==> src/rtl/sir_defines.svh <==
// constants for the image sensor readout block
`ifndef SIR_DEFINES_SVH
`define SIR_DEFINES_SVH
`define SIR_PIX_W 12
`define SIR_LANES 4
`define SIR_LANE_BITS 6
`define SIR_ADDR_LOW 8'h20
`define SIR_ADDR_HIGH 8'h30
`define SIR_REF_CLK_HZ 125000000
`define SIR_OUT_CLK_MAX_HZ 74250000
`define SIR_PLL_DIV ((`SIR_REF_CLK_HZ + `SIR_OUT_CLK_MAX_HZ - 1) / `SIR_OUT_CLK_MAX_HZ)
`define SIR_FRAME_ROWS 12'd1125
`define SIR_ACTIVE_ROWS 12'd1080
`define SIR_LINE_PIXELS 12'd1920
`define SIR_ROW_TICKS 12'd1100
`define SIR_EXPO_ROWS 12'd1000
`define SIR_T2_ROWS 12'd125
`define SIR_AGAIN_ONE 8'h10
`define SIR_DGAIN_ONE 8'h20
`define SIR_DGAIN_FRAC 5
`define SIR_OFFSET_DEF 12'h000
`define SIR_BLACK_DEF 12'h0a8
`endif

==> src/rtl/sir_pkg.sv <==
// types for the image sensor readout block
package sir_pkg;
  typedef struct packed {
    logic pll_enable;
    logic hdr_enable;
    logic parallel_mode;
    logic shutter_enable;
    logic driver_high_common_mode;
    logic [11:0] frame_rows;
    logic [11:0] active_rows;
    logic [11:0] line_pixels;
    logic [11:0] row_ticks;
    logic [11:0] exposure_rows;
    logic [11:0] t2_rows;
    logic [7:0] analog_gain;
    logic [11:0] analog_offset;
    logic [11:0] black_level;
    logic [7:0] digital_gain;
  } sir_cfg_s;
  typedef struct packed {
    logic sof;
    logic eof;
    logic sol;
    logic eol;
    logic t2;
    logic [11:0] pix_b;
    logic [11:0] pix_a;
  } sir_pair_s;
  typedef enum logic {OUT_IDLE, OUT_SHIFT} sir_out_e;
endpackage

==> src/rtl/sir_readout_top.sv <==
// rolling-shutter sensor readout: row sequencer, pixel chain, fifo, output port
`timescale 1ns/1ns
`include "sir_defines.svh"

// pixel pair fifo with valid and ready on both sides
module sir_fifo #(
  parameter int W = 29,
  parameter int DEPTH = 8
) (
  // clock and reset
  input wire logic ref_clk,
  input wire logic rstn,
  // fill side
  input wire logic in_valid,
  output logic in_ready,
  input wire logic [W-1:0] in_data,
  // drain side
  output logic out_valid,
  input wire logic out_ready,
  output logic [W-1:0] out_data
);
  localparam int AW = $clog2(DEPTH);
  logic [W-1:0] mem [DEPTH];
  logic [AW:0] wr_ptr;
  logic [AW:0] rd_ptr;
  wire push = in_valid && in_ready;
  wire pop = out_valid && out_ready;
  // full when indexes match and wrap bits differ
  assign in_ready = !((wr_ptr[AW] != rd_ptr[AW]) && (wr_ptr[AW-1:0] == rd_ptr[AW-1:0]));
  assign out_valid = (wr_ptr != rd_ptr);
  assign out_data = mem[rd_ptr[AW-1:0]];
  // pointers
  always_ff @(posedge ref_clk or negedge rstn)
  begin
    if (!rstn)
    begin
      wr_ptr <= '0;
      rd_ptr <= '0;
    end
    else
    begin
      if (push) wr_ptr <= wr_ptr + 1'b1;
      if (pop) rd_ptr <= rd_ptr + 1'b1;
    end
  end
  // storage
  always_ff @(posedge ref_clk)
  begin
    if (push) mem[wr_ptr[AW-1:0]] <= in_data;
  end
endmodule

// Overview of operation
// - timing from master clock, or from ref_clk divider when pll on
// - output rate capped at output maximum when pll on
// - fixed frame length, constant frame rate
// - rows reset then read, in order
// - exposure equals reset to read row distance
// - analog offset and gain before converter
// - one 12-bit converter result per pixel
// - black correction and digital gain applied
// - hdr emits two exposures; receiver merges them
// - address 0x20 or 0x30 by select pin
// - async low reset restores default settings
// - serial lanes, ddr clock and shutter driven only while enable low; parallel port always driven
// - mechanical shutter output, may float
// - four serial lanes plus ddr clock
// - default 1080 lines, 60 fps, serial
// - parallel mode frame, line markers, pixel clock
module sir_readout_top (
  // clock and reset
  input wire logic ref_clk,
  input wire logic rstn,
  // pins from outside the clock domain
  input wire logic master_input_clock,
  input wire logic bus_address_select,
  input wire logic output_enable_n,
  // two-wire address check
  input wire logic [7:0] bus_addr_byte,
  output logic bus_addr_hit,
  // settings from the two-wire register file
  input wire sir_pkg::sir_cfg_s cfg_in,
  input wire logic cfg_load,
  // array and converter
  output logic row_reset,
  output logic row_read,
  output logic row_t2,
  output logic [11:0] row_reset_addr,
  output logic [11:0] row_read_addr,
  output logic [7:0] analog_gain,
  output logic [11:0] analog_offset,
  input wire logic [11:0] adc_data,
  input wire logic adc_valid,
  output logic adc_ready,
  // serial port
  output logic [3:0] serial_lane_pos,
  output logic [3:0] serial_lane_neg,
  output logic serial_ddr_clock_pos,
  output logic serial_ddr_clock_neg,
  output logic driver_high_common_mode,
  // parallel port
  output logic [11:0] par_data,
  output logic pixel_clock,
  output logic frame_valid,
  output logic line_valid,
  output logic line_is_t2,
  // mechanical shutter
  output logic shutter
);
  import sir_pkg::*;
  localparam sir_cfg_s CFG_RST = '{1'b0, 1'b0, 1'b0, 1'b0, 1'b0, `SIR_FRAME_ROWS,
    `SIR_ACTIVE_ROWS, `SIR_LINE_PIXELS, `SIR_ROW_TICKS, `SIR_EXPO_ROWS, `SIR_T2_ROWS,
    `SIR_AGAIN_ONE, `SIR_OFFSET_DEF, `SIR_BLACK_DEF, `SIR_DGAIN_ONE};
  localparam logic [1:0] PLL_LAST = 2'(`SIR_PLL_DIV - 1);

  // row index plus distance, folded into the frame
  function automatic logic [11:0] wrap_row(input logic [11:0] r, input logic [11:0] d,
                                           input logic [11:0] n);
    logic [12:0] s;
    s = {1'b0, r} + {1'b0, d};
    if (s >= {1'b0, n}) s = s - {1'b0, n};
    wrap_row = s[11:0];
  endfunction

  // black level subtract, digital gain, clip to 12 bits
  function automatic logic [11:0] dig_chain(input logic [11:0] v, input logic [11:0] blk,
                                            input logic [7:0] g);
    logic [11:0] c;
    logic [19:0] p;
    c = (v > blk) ? v - blk : 12'h000;
    p = 20'(c) * 20'(g);
    p = p >> `SIR_DGAIN_FRAC;
    dig_chain = (p > 20'h00fff) ? 12'hfff : p[11:0];
  endfunction

  sir_cfg_s cfg;
  logic [2:0] pin_meta;
  logic [2:0] pin_sync;
  logic mclk_prev;
  logic [1:0] pll_cnt;
  logic [1:0] warm;
  logic addr_taken;
  logic addr_sel;
  logic [11:0] tick_cnt;
  logic [11:0] row_cnt;
  logic line_open;
  logic line_t2;
  logic line_first;
  logic line_last;
  logic [11:0] col_cnt;
  logic have_a;
  logic [11:0] pend_a;
  sir_out_e out_state;
  sir_pair_s shreg;
  logic [2:0] bit_cnt;
  logic [3:0] lane_bit;
  logic ddr_clk;
  logic drive;
  logic in_rows;

  // async reset to defaults, load from register file
  always_ff @(posedge ref_clk or negedge rstn)
  begin
    if (!rstn) cfg <= CFG_RST;
    else if (cfg_load) cfg <= cfg_in;
  end
  assign analog_gain = cfg.analog_gain;
  assign analog_offset = cfg.analog_offset;
  assign driver_high_common_mode = cfg.driver_high_common_mode;

  // two-flop synchronisers: 0 master clock, 1 address select, 2 enable
  always_ff @(posedge ref_clk or negedge rstn)
  begin
    if (!rstn)
    begin
      pin_meta <= 3'h0;
      pin_sync <= 3'h4;
      mclk_prev <= 1'b0;
    end
    else
    begin
      pin_meta <= {output_enable_n, bus_address_select, master_input_clock};
      pin_sync <= pin_meta;
      mclk_prev <= pin_sync[0];
    end
  end

  // pixel tick from master clock edge or pll divider
  wire mclk_rise = pin_sync[0] && !mclk_prev;
  wire pll_tick = (pll_cnt == PLL_LAST);
  wire tick = cfg.pll_enable ? pll_tick : mclk_rise;
  always_ff @(posedge ref_clk or negedge rstn)
  begin
    if (!rstn) pll_cnt <= 2'h0;
    else pll_cnt <= pll_tick ? 2'h0 : pll_cnt + 2'h1;
  end

  // address select caught once the synchroniser has settled
  always_ff @(posedge ref_clk or negedge rstn)
  begin
    if (!rstn)
    begin
      warm <= 2'h0;
      addr_taken <= 1'b0;
      addr_sel <= 1'b0;
    end
    else
    begin
      if (warm != 2'h3) warm <= warm + 2'h1;
      if (warm == 2'h2 && !addr_taken)
      begin
        addr_sel <= pin_sync[1];
        addr_taken <= 1'b1;
      end
    end
  end
  wire [7:0] my_addr = addr_sel ? `SIR_ADDR_HIGH : `SIR_ADDR_LOW;
  assign bus_addr_hit = addr_taken && (bus_addr_byte[7:1] == my_addr[7:1]);

  // row slot timing; frame length never changes with content
  wire slot_start = tick && (tick_cnt == 12'h000);
  wire half_start = tick && cfg.hdr_enable && (tick_cnt == {1'b0, cfg.row_ticks[11:1]});
  wire row_end = tick && (tick_cnt == cfg.row_ticks - 12'h001);
  wire frame_end = (row_cnt == cfg.frame_rows - 12'h001);
  always_ff @(posedge ref_clk or negedge rstn)
  begin
    if (!rstn)
    begin
      tick_cnt <= 12'h000;
      row_cnt <= 12'h000;
    end
    else if (row_end)
    begin
      tick_cnt <= 12'h000;
      row_cnt <= frame_end ? 12'h000 : row_cnt + 12'h001;
    end
    else if (tick) tick_cnt <= tick_cnt + 12'h001;
  end

  // reset pointer leads read pointer by the exposure distance
  wire [11:0] rst1_row = wrap_row(row_cnt, cfg.exposure_rows, cfg.frame_rows);
  wire [11:0] rst2_row = wrap_row(row_cnt, cfg.t2_rows, cfg.frame_rows);
  wire row_active = (row_cnt < cfg.active_rows);
  wire [11:0] next_rst_row = half_start ? rst2_row : rst1_row;
  always_ff @(posedge ref_clk or negedge rstn)
  begin
    if (!rstn)
    begin
      row_reset <= 1'b0;
      row_read <= 1'b0;
      row_t2 <= 1'b0;
      row_reset_addr <= 12'h000;
      row_read_addr <= 12'h000;
    end
    else
    begin
      row_reset <= (slot_start || half_start) && (next_rst_row < cfg.active_rows);
      row_read <= (slot_start || half_start) && row_active;
      row_t2 <= half_start;
      row_reset_addr <= next_rst_row;
      row_read_addr <= row_cnt;
    end
  end

  // converter intake: one 12-bit sample per column, paired
  sir_pair_s fifo_in;
  sir_pair_s fifo_out;
  logic fifo_in_ready;
  logic fifo_out_valid;
  wire [11:0] pix_now = dig_chain(adc_data, cfg.black_level, cfg.digital_gain);
  wire col_last = (col_cnt == cfg.line_pixels - 12'h001);
  wire fifo_in_valid = line_open && adc_valid && have_a;
  assign adc_ready = line_open && (!have_a || fifo_in_ready);
  assign fifo_in = '{line_first && col_cnt == 12'h001, line_last && col_last,
                     col_cnt == 12'h001, col_last, line_t2, pix_now, pend_a};
  wire take = adc_valid && adc_ready;
  always_ff @(posedge ref_clk or negedge rstn)
  begin
    if (!rstn)
    begin
      line_open <= 1'b0;
      line_t2 <= 1'b0;
      line_first <= 1'b0;
      line_last <= 1'b0;
      col_cnt <= 12'h000;
      have_a <= 1'b0;
      pend_a <= 12'h000;
    end
    else if (row_read)
    begin
      line_open <= 1'b1;
      line_t2 <= row_t2;
      line_first <= (row_read_addr == 12'h000) && !row_t2;
      line_last <= (row_read_addr == cfg.active_rows - 12'h001) && (row_t2 || !cfg.hdr_enable);
      col_cnt <= 12'h000;
      have_a <= 1'b0;
    end
    else if (take)
    begin
      col_cnt <= col_cnt + 12'h001;
      have_a <= !have_a;
      if (!have_a) pend_a <= pix_now;
      if (have_a && col_last) line_open <= 1'b0;
    end
  end

  // engine takes a pair on an idle tick; declared ahead of the fifo that reads it
  wire idle_tick = (out_state == OUT_IDLE) && tick;
  wire out_pop = idle_tick && fifo_out_valid;
  sir_fifo #(.W($bits(sir_pair_s)), .DEPTH(8)) u_fifo (
    .ref_clk(ref_clk),
    .rstn(rstn),
    .in_valid(fifo_in_valid),
    .in_ready(fifo_in_ready),
    .in_data(fifo_in),
    .out_valid(fifo_out_valid),
    .out_ready(out_pop),
    .out_data(fifo_out)
  );

  // output engine: serial 6 bits per lane, parallel 2 ticks per pixel
  wire [2:0] last_bit = cfg.parallel_mode ? 3'h3 : 3'(`SIR_LANE_BITS - 1);
  wire pair_done = (out_state == OUT_SHIFT) && tick && (bit_cnt == last_bit);
  always_ff @(posedge ref_clk or negedge rstn)
  begin
    if (!rstn)
    begin
      out_state <= OUT_IDLE;
      shreg <= '0;
      bit_cnt <= 3'h0;
    end
    else
    begin
      case (out_state)
        OUT_IDLE:
        begin
          if (out_pop)
          begin
            shreg <= fifo_out;
            bit_cnt <= 3'h0;
            out_state <= OUT_SHIFT;
          end
        end
        OUT_SHIFT:
        begin
          if (pair_done) out_state <= OUT_IDLE;
          else if (tick) bit_cnt <= bit_cnt + 3'h1;
        end
        default: out_state <= OUT_IDLE;
      endcase
    end
  end

  // lane bits, ddr clock, markers and enable, all registered
  wire shifting = (out_state == OUT_SHIFT) && tick;
  wire [23:0] pair_bits = {shreg.pix_b, shreg.pix_a};
  always_ff @(posedge ref_clk or negedge rstn)
  begin
    if (!rstn)
    begin
      lane_bit <= 4'h0;
      ddr_clk <= 1'b0;
      drive <= 1'b0;
      in_rows <= 1'b0;
      frame_valid <= 1'b0;
      line_valid <= 1'b0;
      line_is_t2 <= 1'b0;
      par_data <= 12'h000;
      pixel_clock <= 1'b0;
    end
    else
    begin
      drive <= !pin_sync[2];
      in_rows <= row_active && cfg.shutter_enable;
      if (shifting && !cfg.parallel_mode)
      begin
        for (int l = 0; l < `SIR_LANES; l++)
          lane_bit[l] <= pair_bits[l*`SIR_LANE_BITS + 5 - int'(bit_cnt)];
        ddr_clk <= !ddr_clk;
      end
      if (shifting && cfg.parallel_mode)
      begin
        par_data <= bit_cnt[1] ? shreg.pix_b : shreg.pix_a;
        pixel_clock <= bit_cnt[0];
      end
      // markers drop one tick after the last pixel clock rise, so it stays inside them
      if (idle_tick && shreg.eol) line_valid <= 1'b0;
      if (idle_tick && shreg.eof) frame_valid <= 1'b0;
      if (out_pop)
      begin
        line_is_t2 <= fifo_out.t2;
        if (fifo_out.sof) frame_valid <= 1'b1;
        if (fifo_out.sol) line_valid <= 1'b1;
      end
    end
  end

  // serial pins gated by output enable and port mode, shutter by output enable
  wire ser_on = drive && !cfg.parallel_mode;
  assign serial_lane_pos = ser_on ? lane_bit : 4'h0;
  assign serial_lane_neg = ser_on ? ~lane_bit : 4'h0;
  assign serial_ddr_clock_pos = ser_on && ddr_clk;
  assign serial_ddr_clock_neg = ser_on && !ddr_clk;
  assign shutter = drive && in_rows;
endmodule

==> config.mk <==
export PLATFORM = sky130hd
export DESIGN_NAME = sir_readout_top
export DESIGN_NICKNAME = d
export VERILOG_FILES = /design/src/rtl/sir_pkg.sv /design/src/rtl/sir_readout_top.sv
export VERILOG_INCLUDE_DIRS = /design/src /design/src/rtl
export SDC_FILE = /design/constraint.sdc
export NUM_CORES = 1
export LEC_CHECK = 0
export BUFFER_PORTS_ARGS = -buffer_cell sky130_fd_sc_hd__buf_2
export CORE_MARGIN = 2
export CORE_UTILIZATION = 55
export CTS_CLUSTER_DIAMETER = 30
export DETAILED_ROUTE_END_ITERATION = 6
export PLACE_DENSITY = 0.82
export REMOVE_ABC_BUFFERS = 1
export SLEW_MARGIN = 10
export SYNTH_ARGS = -nofsm -noshare
export SYNTH_HDL_FRONTEND = slang
export SYNTH_SLANG_ARGS = --single-unit
==> constraint.sdc <==
create_clock -name ref_clk -period 20.1 [get_ports ref_clk]
set_clock_uncertainty 0.05 [all_clocks]
set_input_delay 2.01 -clock ref_clk [delete_from_list [all_inputs] [get_ports ref_clk]]
set_output_delay 2.01 -clock ref_clk [all_outputs]
set_load 0.1 [all_outputs]
; ---- Word level (Yosys, flattened, before mapping)
; Memories as Yosys holds them, arrays and structs flattened.
; Index checks and enable logic that the tools add are counted.
[op_classes]
add_sub_neg = 21
mul = 1
order_cmp = 10
n_eq_ne = 17
muxes = 49
n_bitwise = 4
reduce_logical = 55
[ops]
columns = cell, n
row1 = 2-to-1 mux 12 bit, 11
row2 = equality test 12 bit, 4
row3 = subtractor 12 x 1 -> 12 bit (second input constant), 4
row4 = adder 12 x 1 -> 12 bit (second input constant), 3
row5 = subtractor 12 bit, 3
row6 = logical AND 1 bit, 34
row7 = adder 12 x 12 -> 13 bit, 2
row8 = >= comparator 13 x 12 -> 1 bit, 2
row9 = zero test 12 bit, 2
row10 = < comparator 12 bit, 2
row11 = 2-to-1 mux 1 bit, 24
row12 = binary-select mux 1 bit (select 5 bit), 4
row13 = multiplier 12 x 8 -> 20 bit, 1
row14 = > comparator 15 x 12 -> 1 bit (second input constant), 1
row15 = < comparator 6 x 7 -> 1 bit (second input constant), 2
row16 = equality test 12 x 1 -> 1 bit (second input constant), 1
row17 = equality test 12 x 11 -> 1 bit, 1
row18 = > comparator 12 bit, 1
row19 = 2-to-1 mux 3 bit, 4
row20 = subtractor 5 x 3 -> 6 bit (first input constant), 2
row21 = zero test 1 bit, 9
row22 = adder 4 x 1 -> 4 bit (second input constant), 2
row23 = 2-to-1 mux 4 bit, 2
row24 = equality test 7 x 5 -> 1 bit, 1
row25 = other kinds (23), 35
[word_totals]
reg_bits = 271
mem_bits_rw = 232
input_bits = 144
output_inout_bits = 77
word_cells = 211
memories = 1
[memory_table]
columns = memory, words, word_bits, read_ports, rd_clocked_by_memory_dff, wr, line
row1 = u_fifo.mem, 8, 29, 1, 0, 1, sir_readout_top.sv:23  ; logic [W-1:0] mem [DEPTH];

; ---- Depth between registers and ports, before layout
; Gate-level depths: netlist of run 1.
[logic_depth]
depth_word = 8
mapped_depth = 29
ltp_nobuf = 28

; ---- By module
; Synthesis of run 1 repeated with hierarchy kept, for this count alone.
[hier_totals]
hier_cells = 2351
hier_area_um2 = 28094.4
[by_module_without_submodules]
columns = module, n_inst, cells_each, area_per_inst_um2, seq_area_each_um2
row1 = sir_readout_top, 1, 1957, 18775.5, 6625.1
row2 = sir_fifo, 1, 394, 9318.9, 7166.9

; ---- Worst setup path before layout of run 1
; No wires, ideal clock.
[synth_timing]
path_type = input port to flip-flop
from = in adc_data[0]
to = mem u_fifo.mem[0][15] (data pin)
arrival_ps = 8085
required_ps = 19759
slack_ps = 11675
cell_stages = 26
path_cell_list = inv_1 -> ha_1 -> inv_1 -> fa_1 -> nand3_1 -> a211oi_1 -> a211oi_2 -> a21o_1 -> nor2_1 -> and2_1 -> fa_1 -> fa_1 -> fa_1 -> inv_1 -> fa_1 -> inv_1 -> ha_1 -> clkbuf_1 -> a21o_1 -> a21o_1 -> a21oi_1 -> a21oi_1 -> or4_1 -> a32oi_1 -> buf_2 -> nand2_1
[synth_lines]
columns = item, line
row1 = start: declaration, sir_readout_top.sv:92  ; input wire logic [11:0] adc_data,
row2 = end: declaration, sir_readout_top.sv:23

==> results of run 1 <==
-- how the worst max path moves through the flow --
stage	startpoint	cells past startpoint	endpoint
CTS	adc_data[8]	23	u_fifo.mem[4][19]
global placement	adc_data[8]	24	u_fifo.mem[0][17]
detailed placement	adc_data[8]	23	u_fifo.mem[5][19]
floorplan	adc_data[0]	23	u_fifo.mem[0][12]
finish	adc_data[8]	23	u_fifo.mem[4][19]
global route	adc_data[8]	23	u_fifo.mem[2][19]
-- synthesized netlist by cell type, types with 4 or more instances --
cell	instances	area, sq um
a2111oi_0	4	35.0
a211oi_1	14	105
a21o_1	32	240
a21oi_1	57	285
a31oi_1	26	163
and2_1	73	457
and3_1	32	200
and4_1	14	123
buf_1	14	52.6
buf_2	11	55.1
buf_4	22	165
clkbuf_1	66	248
dfrtp_1	236	5910
dfstp_2	35	920
edfxtp_1	232	6970
fa_1	64	1280
ha_1	135	1690
inv_1	168	631
mux2_2	84	946
mux2i_1	75	751
mux4_2	65	1460
nand2_1	181	679
nand2b_1	13	81.3
nand3_1	34	170
nand4_1	40	250
nor2_1	120	450
nor2b_1	20	125
nor3_1	39	195
nor3b_1	10	75.1
nor4_1	22	138
o2111ai_1	4	35.0
o211ai_1	10	75.1
o21a_1	8	60.1
o21ai_0	118	591
o21ai_1	20	100
o21bai_1	7	52.6
o22ai_1	6	37.5
o31ai_1	7	52.6
or3_1	12	75.1
or4_1	10	75.1
xnor2_1	103	902
xor2_1	63	552
-- flip-flops by register name, summed over array words and instances, names as in the netlist, 2 cells and up --
| name | cells |
|---|---|
| pin_sync | 3 |
| shreg | 2 |
| row_reset_addr | 12 |
| lane_bit | 4 |
| par_data | 12 |
| u_fifo.mem | 232 |
| cfg | 96 |
| analog_offset | 12 |
| analog_gain | 8 |
| col_cnt | 12 |
| tick_cnt | 12 |
| pin_meta | 3 |
| u_fifo.rd_ptr | 4 |
| warm | 2 |
| u_fifo.wr_ptr | 4 |
| pair_bits | 24 |
| row_cnt | 12 |
| pend_a | 12 |
| row_read_addr | 12 |
| bit_cnt | 3 |
| pll_cnt | 2 |
-- logic make-up (layout without fill, tap and decap cells) --
| group | after synthesis | count (layout) | synth area share (%) |
|---|---|---|---|
| compound gates | 352 | 352 | 7.82 |
| xor+xnor | 166 | 166 | 5.20 |
| fa+ha+maj | 199 | 199 | 10.6 |
| buf+inv | 281 | 599 | 4.12 |
| flops | 503 | 503 | 49.3 |
| mux | 226 | 226 | 11.4 |
| simple gates | 636 | 636 | 11.6 |
-- power groups by stage --
| stage | Combinational [mW] | Sequential (mW) | Clock, mW |
|---|---|---|---|
| after floorplan | 1.06 | 1.80 | 0 |
| after global placement | 1.66 | 1.58 | 0 |
| after detailed placement | 1.73 | 1.60 | 0 |
| after CTS | 1.77 | 1.59 | 1.65 |
| after global routing | 1.93 | 1.61 | 1.71 |
| final | 1.76 | 1.59 | 1.63 |
-- metrics by stage --
step                power (mW)  util, %  area [sq um]  std cells
floorplan                 2.86        -         27500       2250
global placement          3.24     59.1         29700       3167
detailed placement        3.33     59.1         29700       3167
CTS                       5.01     65.9         33100       3353
global route              5.25     65.9         33100       3353
finish                    4.98     65.9         33100       3353
-- cell usage in the layout, fill, tap and decap left out, drive strengths merged, types with 10 or more instances in the layout --
master and count:
buf 245, dfrtp 236, edfxtp 232, inv 183, nand2 181, o21ai 138
ha 135, nor2 121, clkbuf 121, xnor2 103, mux2 86, mux2i 75
and2 73, mux4 65, fa 64, xor2 63, a21oi 57, nand4 40
nor3 39, dfstp 35, nand3 34, a21o 32, and3 32, clkinv 31
a31oi 26, nor4 23, nor2b 20, a211oi 15, and4 14, nand2b 14
or3 12, clkinvlp 12, or4 11, o211ai 10, nor3b 10
-- metal layers --
metal | part of all wire, % | up-vias | track usage (%)
li1 | - | 8975 | -
met1 | 40 | 9826 | 32.3
met2 | 50 | 759 | 44.3
met3 | 6.4 | 183 | 4.86
met4 | 3.5 | 2 | 10.3
met5 | 0.018 | - | 0
-- cell type report --
type / count / area [sq um] / area share (%)
Clock inverter: 65 / 722 / 2.18
Timing Repair Buffer: 245 / 1300 / 3.94
Multi-Input combinational cell: 1579 / 13100 / 39.6
Inverter: 168 / 631 / 1.91
Tap cell: 672 / 841 / 2.54
Sequential cell: 503 / 13800 / 41.7
Clock buffer: 121 / 2680 / 8.12
==> flow_summary.toml, run 1 <==
[outcome]
status = "finished, final reports clean"

[run]
maxCapViolations = 0

[critical_path]
reg2regPathDepth = 23
critical_path_class = "input port to flop"
crit_required_ps = 20370
endpoint_kind = "flop"
slowest_delay_ps = 850
crit_chain = "buf_2 -> ha_1 -> nand4_1 -> a211oi_1 -> a211oi_2 -> a21o_1 -> nor3_1 -> nand2_1 -> fa_1 -> fa_1 -> inv_1 -> fa_1 -> inv_1 -> fa_1 -> inv_1 -> ha_1 -> nand4_1 -> o31ai_1 -> nand2_1 -> or3_1 -> a32oi_1 -> buf_4 -> nand2_1"
worst_ep_arrival_time_ps = 9290
path_common_cell = "fa_1"
r2r_setup_slack_ps = 12150
cp_slowest_cell = "nor3_1"
crit_path_start_kind = "input port"
path_max_fanout = 24
path_buf_inv = 5
rr_endpoint = "u_fifo.mem[4][19]"
timing.rr.start = "cfg[11]"
path_delay_family = "adder cells"

[clocking]
cts_resized = 0
cts_tree = "done"
clock-root-buffer = "clkbuf_16"
cts_max_level = 3
cts.clk_slew.worst_paths_ps = 50
numCtsBuffers = 98
clkSinkCount = 503
clock_latency_ps = 650
cts_setup_buffers = 0
cts_hold_buf = 0
clockBufferDepth = 3

[yosys]
ys_seq_area_share_pct = 49.3
yosysUniqueCellTypes = 77
synth_flop_cell = "dfrtp_1"
synth-edff-count = 232
synth.avg_cell_area_sq_um = 11.8
ys_async_sr_fraction_pct = 53.9
ys_seq_elements = 503
synthesis.area_sq_um = 28000
synth_cells = 2363
synth-warning-count = 0

[layout]
syn_to_final_growth_pct = 18.2
final_layout_size_suffix_gt1_share_pct = 23.3
final_nets = 2938
nFillCells = 3532
antennaDiodeCount = 0

[timing]
fmax_ghz = 0.111
slew_viol_final = 0
holdWs_ps = 296
finalSetupViolations = 0
setup_ws_ps = 11090
setup-tns-final_ps = 0
hold_violations = 0
tightest_slew_ps = 1150
rsz0062_at_grt = "no"
period_share_pct = 44.8
period_minus_slack_ps = 9010
relSlewSlack_pct = 22.9

[global_route]
grt_pass1_vias = 20400
grt_max_degree = 85
grt_overflow = 0
grt_first_pass_wirelength_mm = 108
grt_usage_pct = 25.8
antenna_found_initial = 1

[power_and_ir_drop]
seqPwrFrac_pct = 31.9
power.leakage_nw = 14.0
p_int_mw = 3.09
clockPowerShare_pct = 32.7
power_switching_mw = 1.90
powerDensity_nw_per_um2 = 151
irDropWorstVdd_mv = 0.0780
combPwrFrac_pct = 35.4
p_sw_share_pct = 38.0

[floorplanning]
core_sq_um = 50200
die_h_microns = 230
dieWidth_microns = 230
start_util_pct = 55.8
rows = 82
io_pins = 221
die_area_sq_um = 52700

[hold_path]
hp-start = "pin_meta[0]"
hold_path.class = "flop to flop"
whs_endpoint = "pin_sync[0]"
min_path_cells = 0

[detailed_routing]
drtIter0Drc = 1764
wirelength_mm = 67.1
vias = 19700
via_per_inst = 5.89
post-route-drc-count = 0
ant_nets = 0
first_pass_iters = 6
drt-wirelength-per-cell_microns = 20.0

[placement]
dp.final_hpwl_mm = 43.9
gp_congestion = 0.939
place_ws_ps = 10550
io_buffers = 219
Note: power is estimated with default switching activity, not from simulation.
==> run 2, diff against run 1 <==
--- a/config.mk
+++ b/config.mk
@@ -6,12 +6,13 @@
 export SDC_FILE = /design/constraint.sdc
 export NUM_CORES = 1
 export LEC_CHECK = 0
+export ABC_AREA = 1
 export BUFFER_PORTS_ARGS = -buffer_cell sky130_fd_sc_hd__buf_2
 export CORE_MARGIN = 2
 export CORE_UTILIZATION = 55
 export CTS_CLUSTER_DIAMETER = 30
 export DETAILED_ROUTE_END_ITERATION = 6
-export PLACE_DENSITY = 0.82
+export PLACE_DENSITY = 0.85
 export REMOVE_ABC_BUFFERS = 1
 export SLEW_MARGIN = 10
 export SYNTH_ARGS = -nofsm -noshare
==> constraint.sdc (replaced) <==
create_clock -name ref_clk -period 8.13 [get_ports ref_clk]
set_clock_uncertainty 0.05 [all_clocks]
set_input_delay 0.813 -clock ref_clk [delete_from_list [all_inputs] [get_ports ref_clk]]
set_output_delay 0.813 -clock ref_clk [all_outputs]
set_load 0.1 [all_outputs]
==> flow_summary.toml, run 2 <==
[yosys]
ys_seq_elements = 503
synthesis.area_sq_um = 28100
ys_seq_area_share_pct = 49.0
netlist_top_cells_count = "nand2_1 (508), nor2_1 (379), inv_1 (307)"
yosysTopAreaCellShare_pct = 24.8
synth_cells = 2997
synth.avg_cell_area_sq_um = 9.39
synthMostInstantiatedCell = "nand2_1"
ys_async_sr_fraction_pct = 53.9
yosysTopAreaCell = "edfxtp_1"
synth.area.top_cells = "edfxtp_1 (25%), dfrtp_1 (21%), nand2_1 (6.8%)"
synth-edff-count = 232
synth_flop_cell = "dfrtp_1"
yosysUniqueCellTypes = 59
synth-warning-count = 0

[global_route]
grt_pass1_vias = 22900
grt_overflow = 0
grt_max_degree = 142
grt_usage_pct = 27.5
antenna_found_initial = 9
grt_first_pass_wirelength_mm = 116

[floorplanning]
core_sq_um = 50400
start_util_pct = 55.8
rows = 82
die_area_sq_um = 53000
die_h_microns = 230
dieWidth_microns = 230
io_pins = 221

[power_and_ir_drop]
total_power_mw = 12.2
powerDensity_nw_per_um2 = 366
power.leakage_nw = 15.0
irDropWorstVdd_mv = 0.244

[clocking]
clockBufferDepth = 3
cts_max_level = 3
cts_tree = "done"
clock_latency_ps = 640
clock-root-buffer = "clkbuf_16"
cts.clk_slew.worst_paths_ps = 40
numCtsBuffers = 96
cts_setup_buffers = 0
cts_hold_buf = 0
cts_resized = 0
clkSinkCount = 503

[placement]
io_buffers = 219
gp_congestion = 0.928
place_ws_ps = 397
dp.final_hpwl_mm = 46.7

[critical_path]
path_max_fanout = 12
path_common_cell = "inv_1"
reg2regPathDepth = 31
r2r_setup_slack_ps = 920
critical_path_class = "input port to flop"
endpoint_kind = "flop"
cp_slowest_cell = "fa_1"
crit_start = "adc_data[0]"
worst_ep_arrival_time_ps = 7440
timing.rr.start = "cfg[8]"
rr_endpoint = "u_fifo.mem[1][12]"
crit_end = "u_fifo.mem[1][12]"
crit_required_ps = 8350
slowest_delay_ps = 550
crit_path_start_kind = "input port"

[detailed_routing]
via_per_inst = 5.71
wirelength_mm = 72.5
first_pass_iters = 7
drtIter0Drc = 1996
ant_nets = 0
drt-wirelength-per-cell_microns = 18.2
vias = 22800
post-route-drc-count = 0

[timing]
tightest_slew_ps = 1200
relSlewSlack_pct = 19.7
slew_viol_final = 0
hold_violations = 0
fmax_ghz = 0.139
holdWs_ps = 120
rsz0062_at_grt = "no"
period_minus_slack_ps = 7210
finalSetupViolations = 0
period_share_pct = 88.7
setup_ws_ps = 917
setup-tns-final_ps = 0

[layout]
nFillCells = 3686
final_layout_size_suffix_gt1_share_pct = 16.8
layout_commonest_cell = "nand2_1"
largest_reg_flops = 232
syn_to_final_growth_pct = 18.1
final_nets = 3569
layout_common_cells = "nand2_1 (508), nor2_1 (371), inv_1 (306), o21ai_0 (279), dfrtp_1 (235)"

[hold_path]
hold_path.class = "input port to async pin"

[run]
maxCapViolations = 0

[outcome]
status = "finished, final reports clean"
## run 2: changes by cell type after synthesis, moves of 55 or more
cell     before  now
o22ai_1       6   61
nor2_1      120  379
o21ai_0     118  279
nand2_1     181  508
inv_1       168  307
mux2i_1      75    1
mux4_2       65    0
and2_1       73    3
## run 2: how the worst min path moves through the flow
stage / from / to / cells after the start
floorplan: pin_meta[0] / pin_sync[0] / 0
global placement: pin_meta[0] / pin_sync[0] / 0
detailed placement: pin_meta[1] / pin_sync[1] / 0
CTS: rstn / analog_gain[1] / 1
global route: rstn / analog_gain[1] / 1
finish: rstn / analog_gain[1] / 1
## run 2: through the flow
step / instance area (sq um) / utilization, % / cells
6_report: 33200 / 66.0 / 3985
3_5_place_dp: 29800 / 59.1 / 3800
4_1_cts: 33200 / 65.9 / 3982
3_3_place_gp: 29800 / 59.1 / 3800
2_1_floorplan: 27600 / - / 2884
5_1_grt: 33200 / 66.0 / 3983
## run 2: cells by family after synthesis
logic type / count (synthesis) / share of synthesized area [%]
AND/OR/NAND/NOR: 1131 / 17.3
AO/OA/AOI/OAI: 533 / 10.4
flip-flops: 503 / 49.0
buffers and inverters: 434 / 6.15
adder cells (fa/ha/maj): 199 / 10.6
XOR/XNOR: 146 / 4.55
multiplexers: 51 / 2.04
## run 2: where the power goes
part | switching (mW) | total [mW] | internal, mW
logic | 3.02 | 4.22 | 1.19
registers | 0.345 | 3.77 | 3.42
clock network | 1.37 | 4.17 | 2.80
## run 2: area by class of cell
cell class	count	area, sq um	share of cell area (%)
Inverter	321	1200	3.63
Multi-Input combinational cell	2060	12600	38.0
Timing Repair Buffer	244	1310	3.95
Antenna cell	3	7.51	0.0226
Clock inverter	66	880	2.65
Sequential cell	503	13800	41.5
Clock buffer	116	2560	7.70
Tap cell	672	841	2.53
## run 2: layer usage
| layer | GRT usage (%) | vias up | routed length (microns) |
|---|---|---|---|
| met4 | 11.6 | 14 | 2540 |
| met2 | 46.2 | 1149 | 34900 |
| met1 | 34.4 | 10900 | 28300 |
| met3 | 5.93 | 220 | 6680 |
| met5 | 0 | - | 82 |
| li1 | - | 10500 | - |
## run 2: worst max-delay path, delay by kind of cell
kind | cells | cell delay, ps
fa+ha+maj | 7 | 3030
simple gates | 13 | 1880
compound gates | 3 | 770
buf+inv | 10 | 920
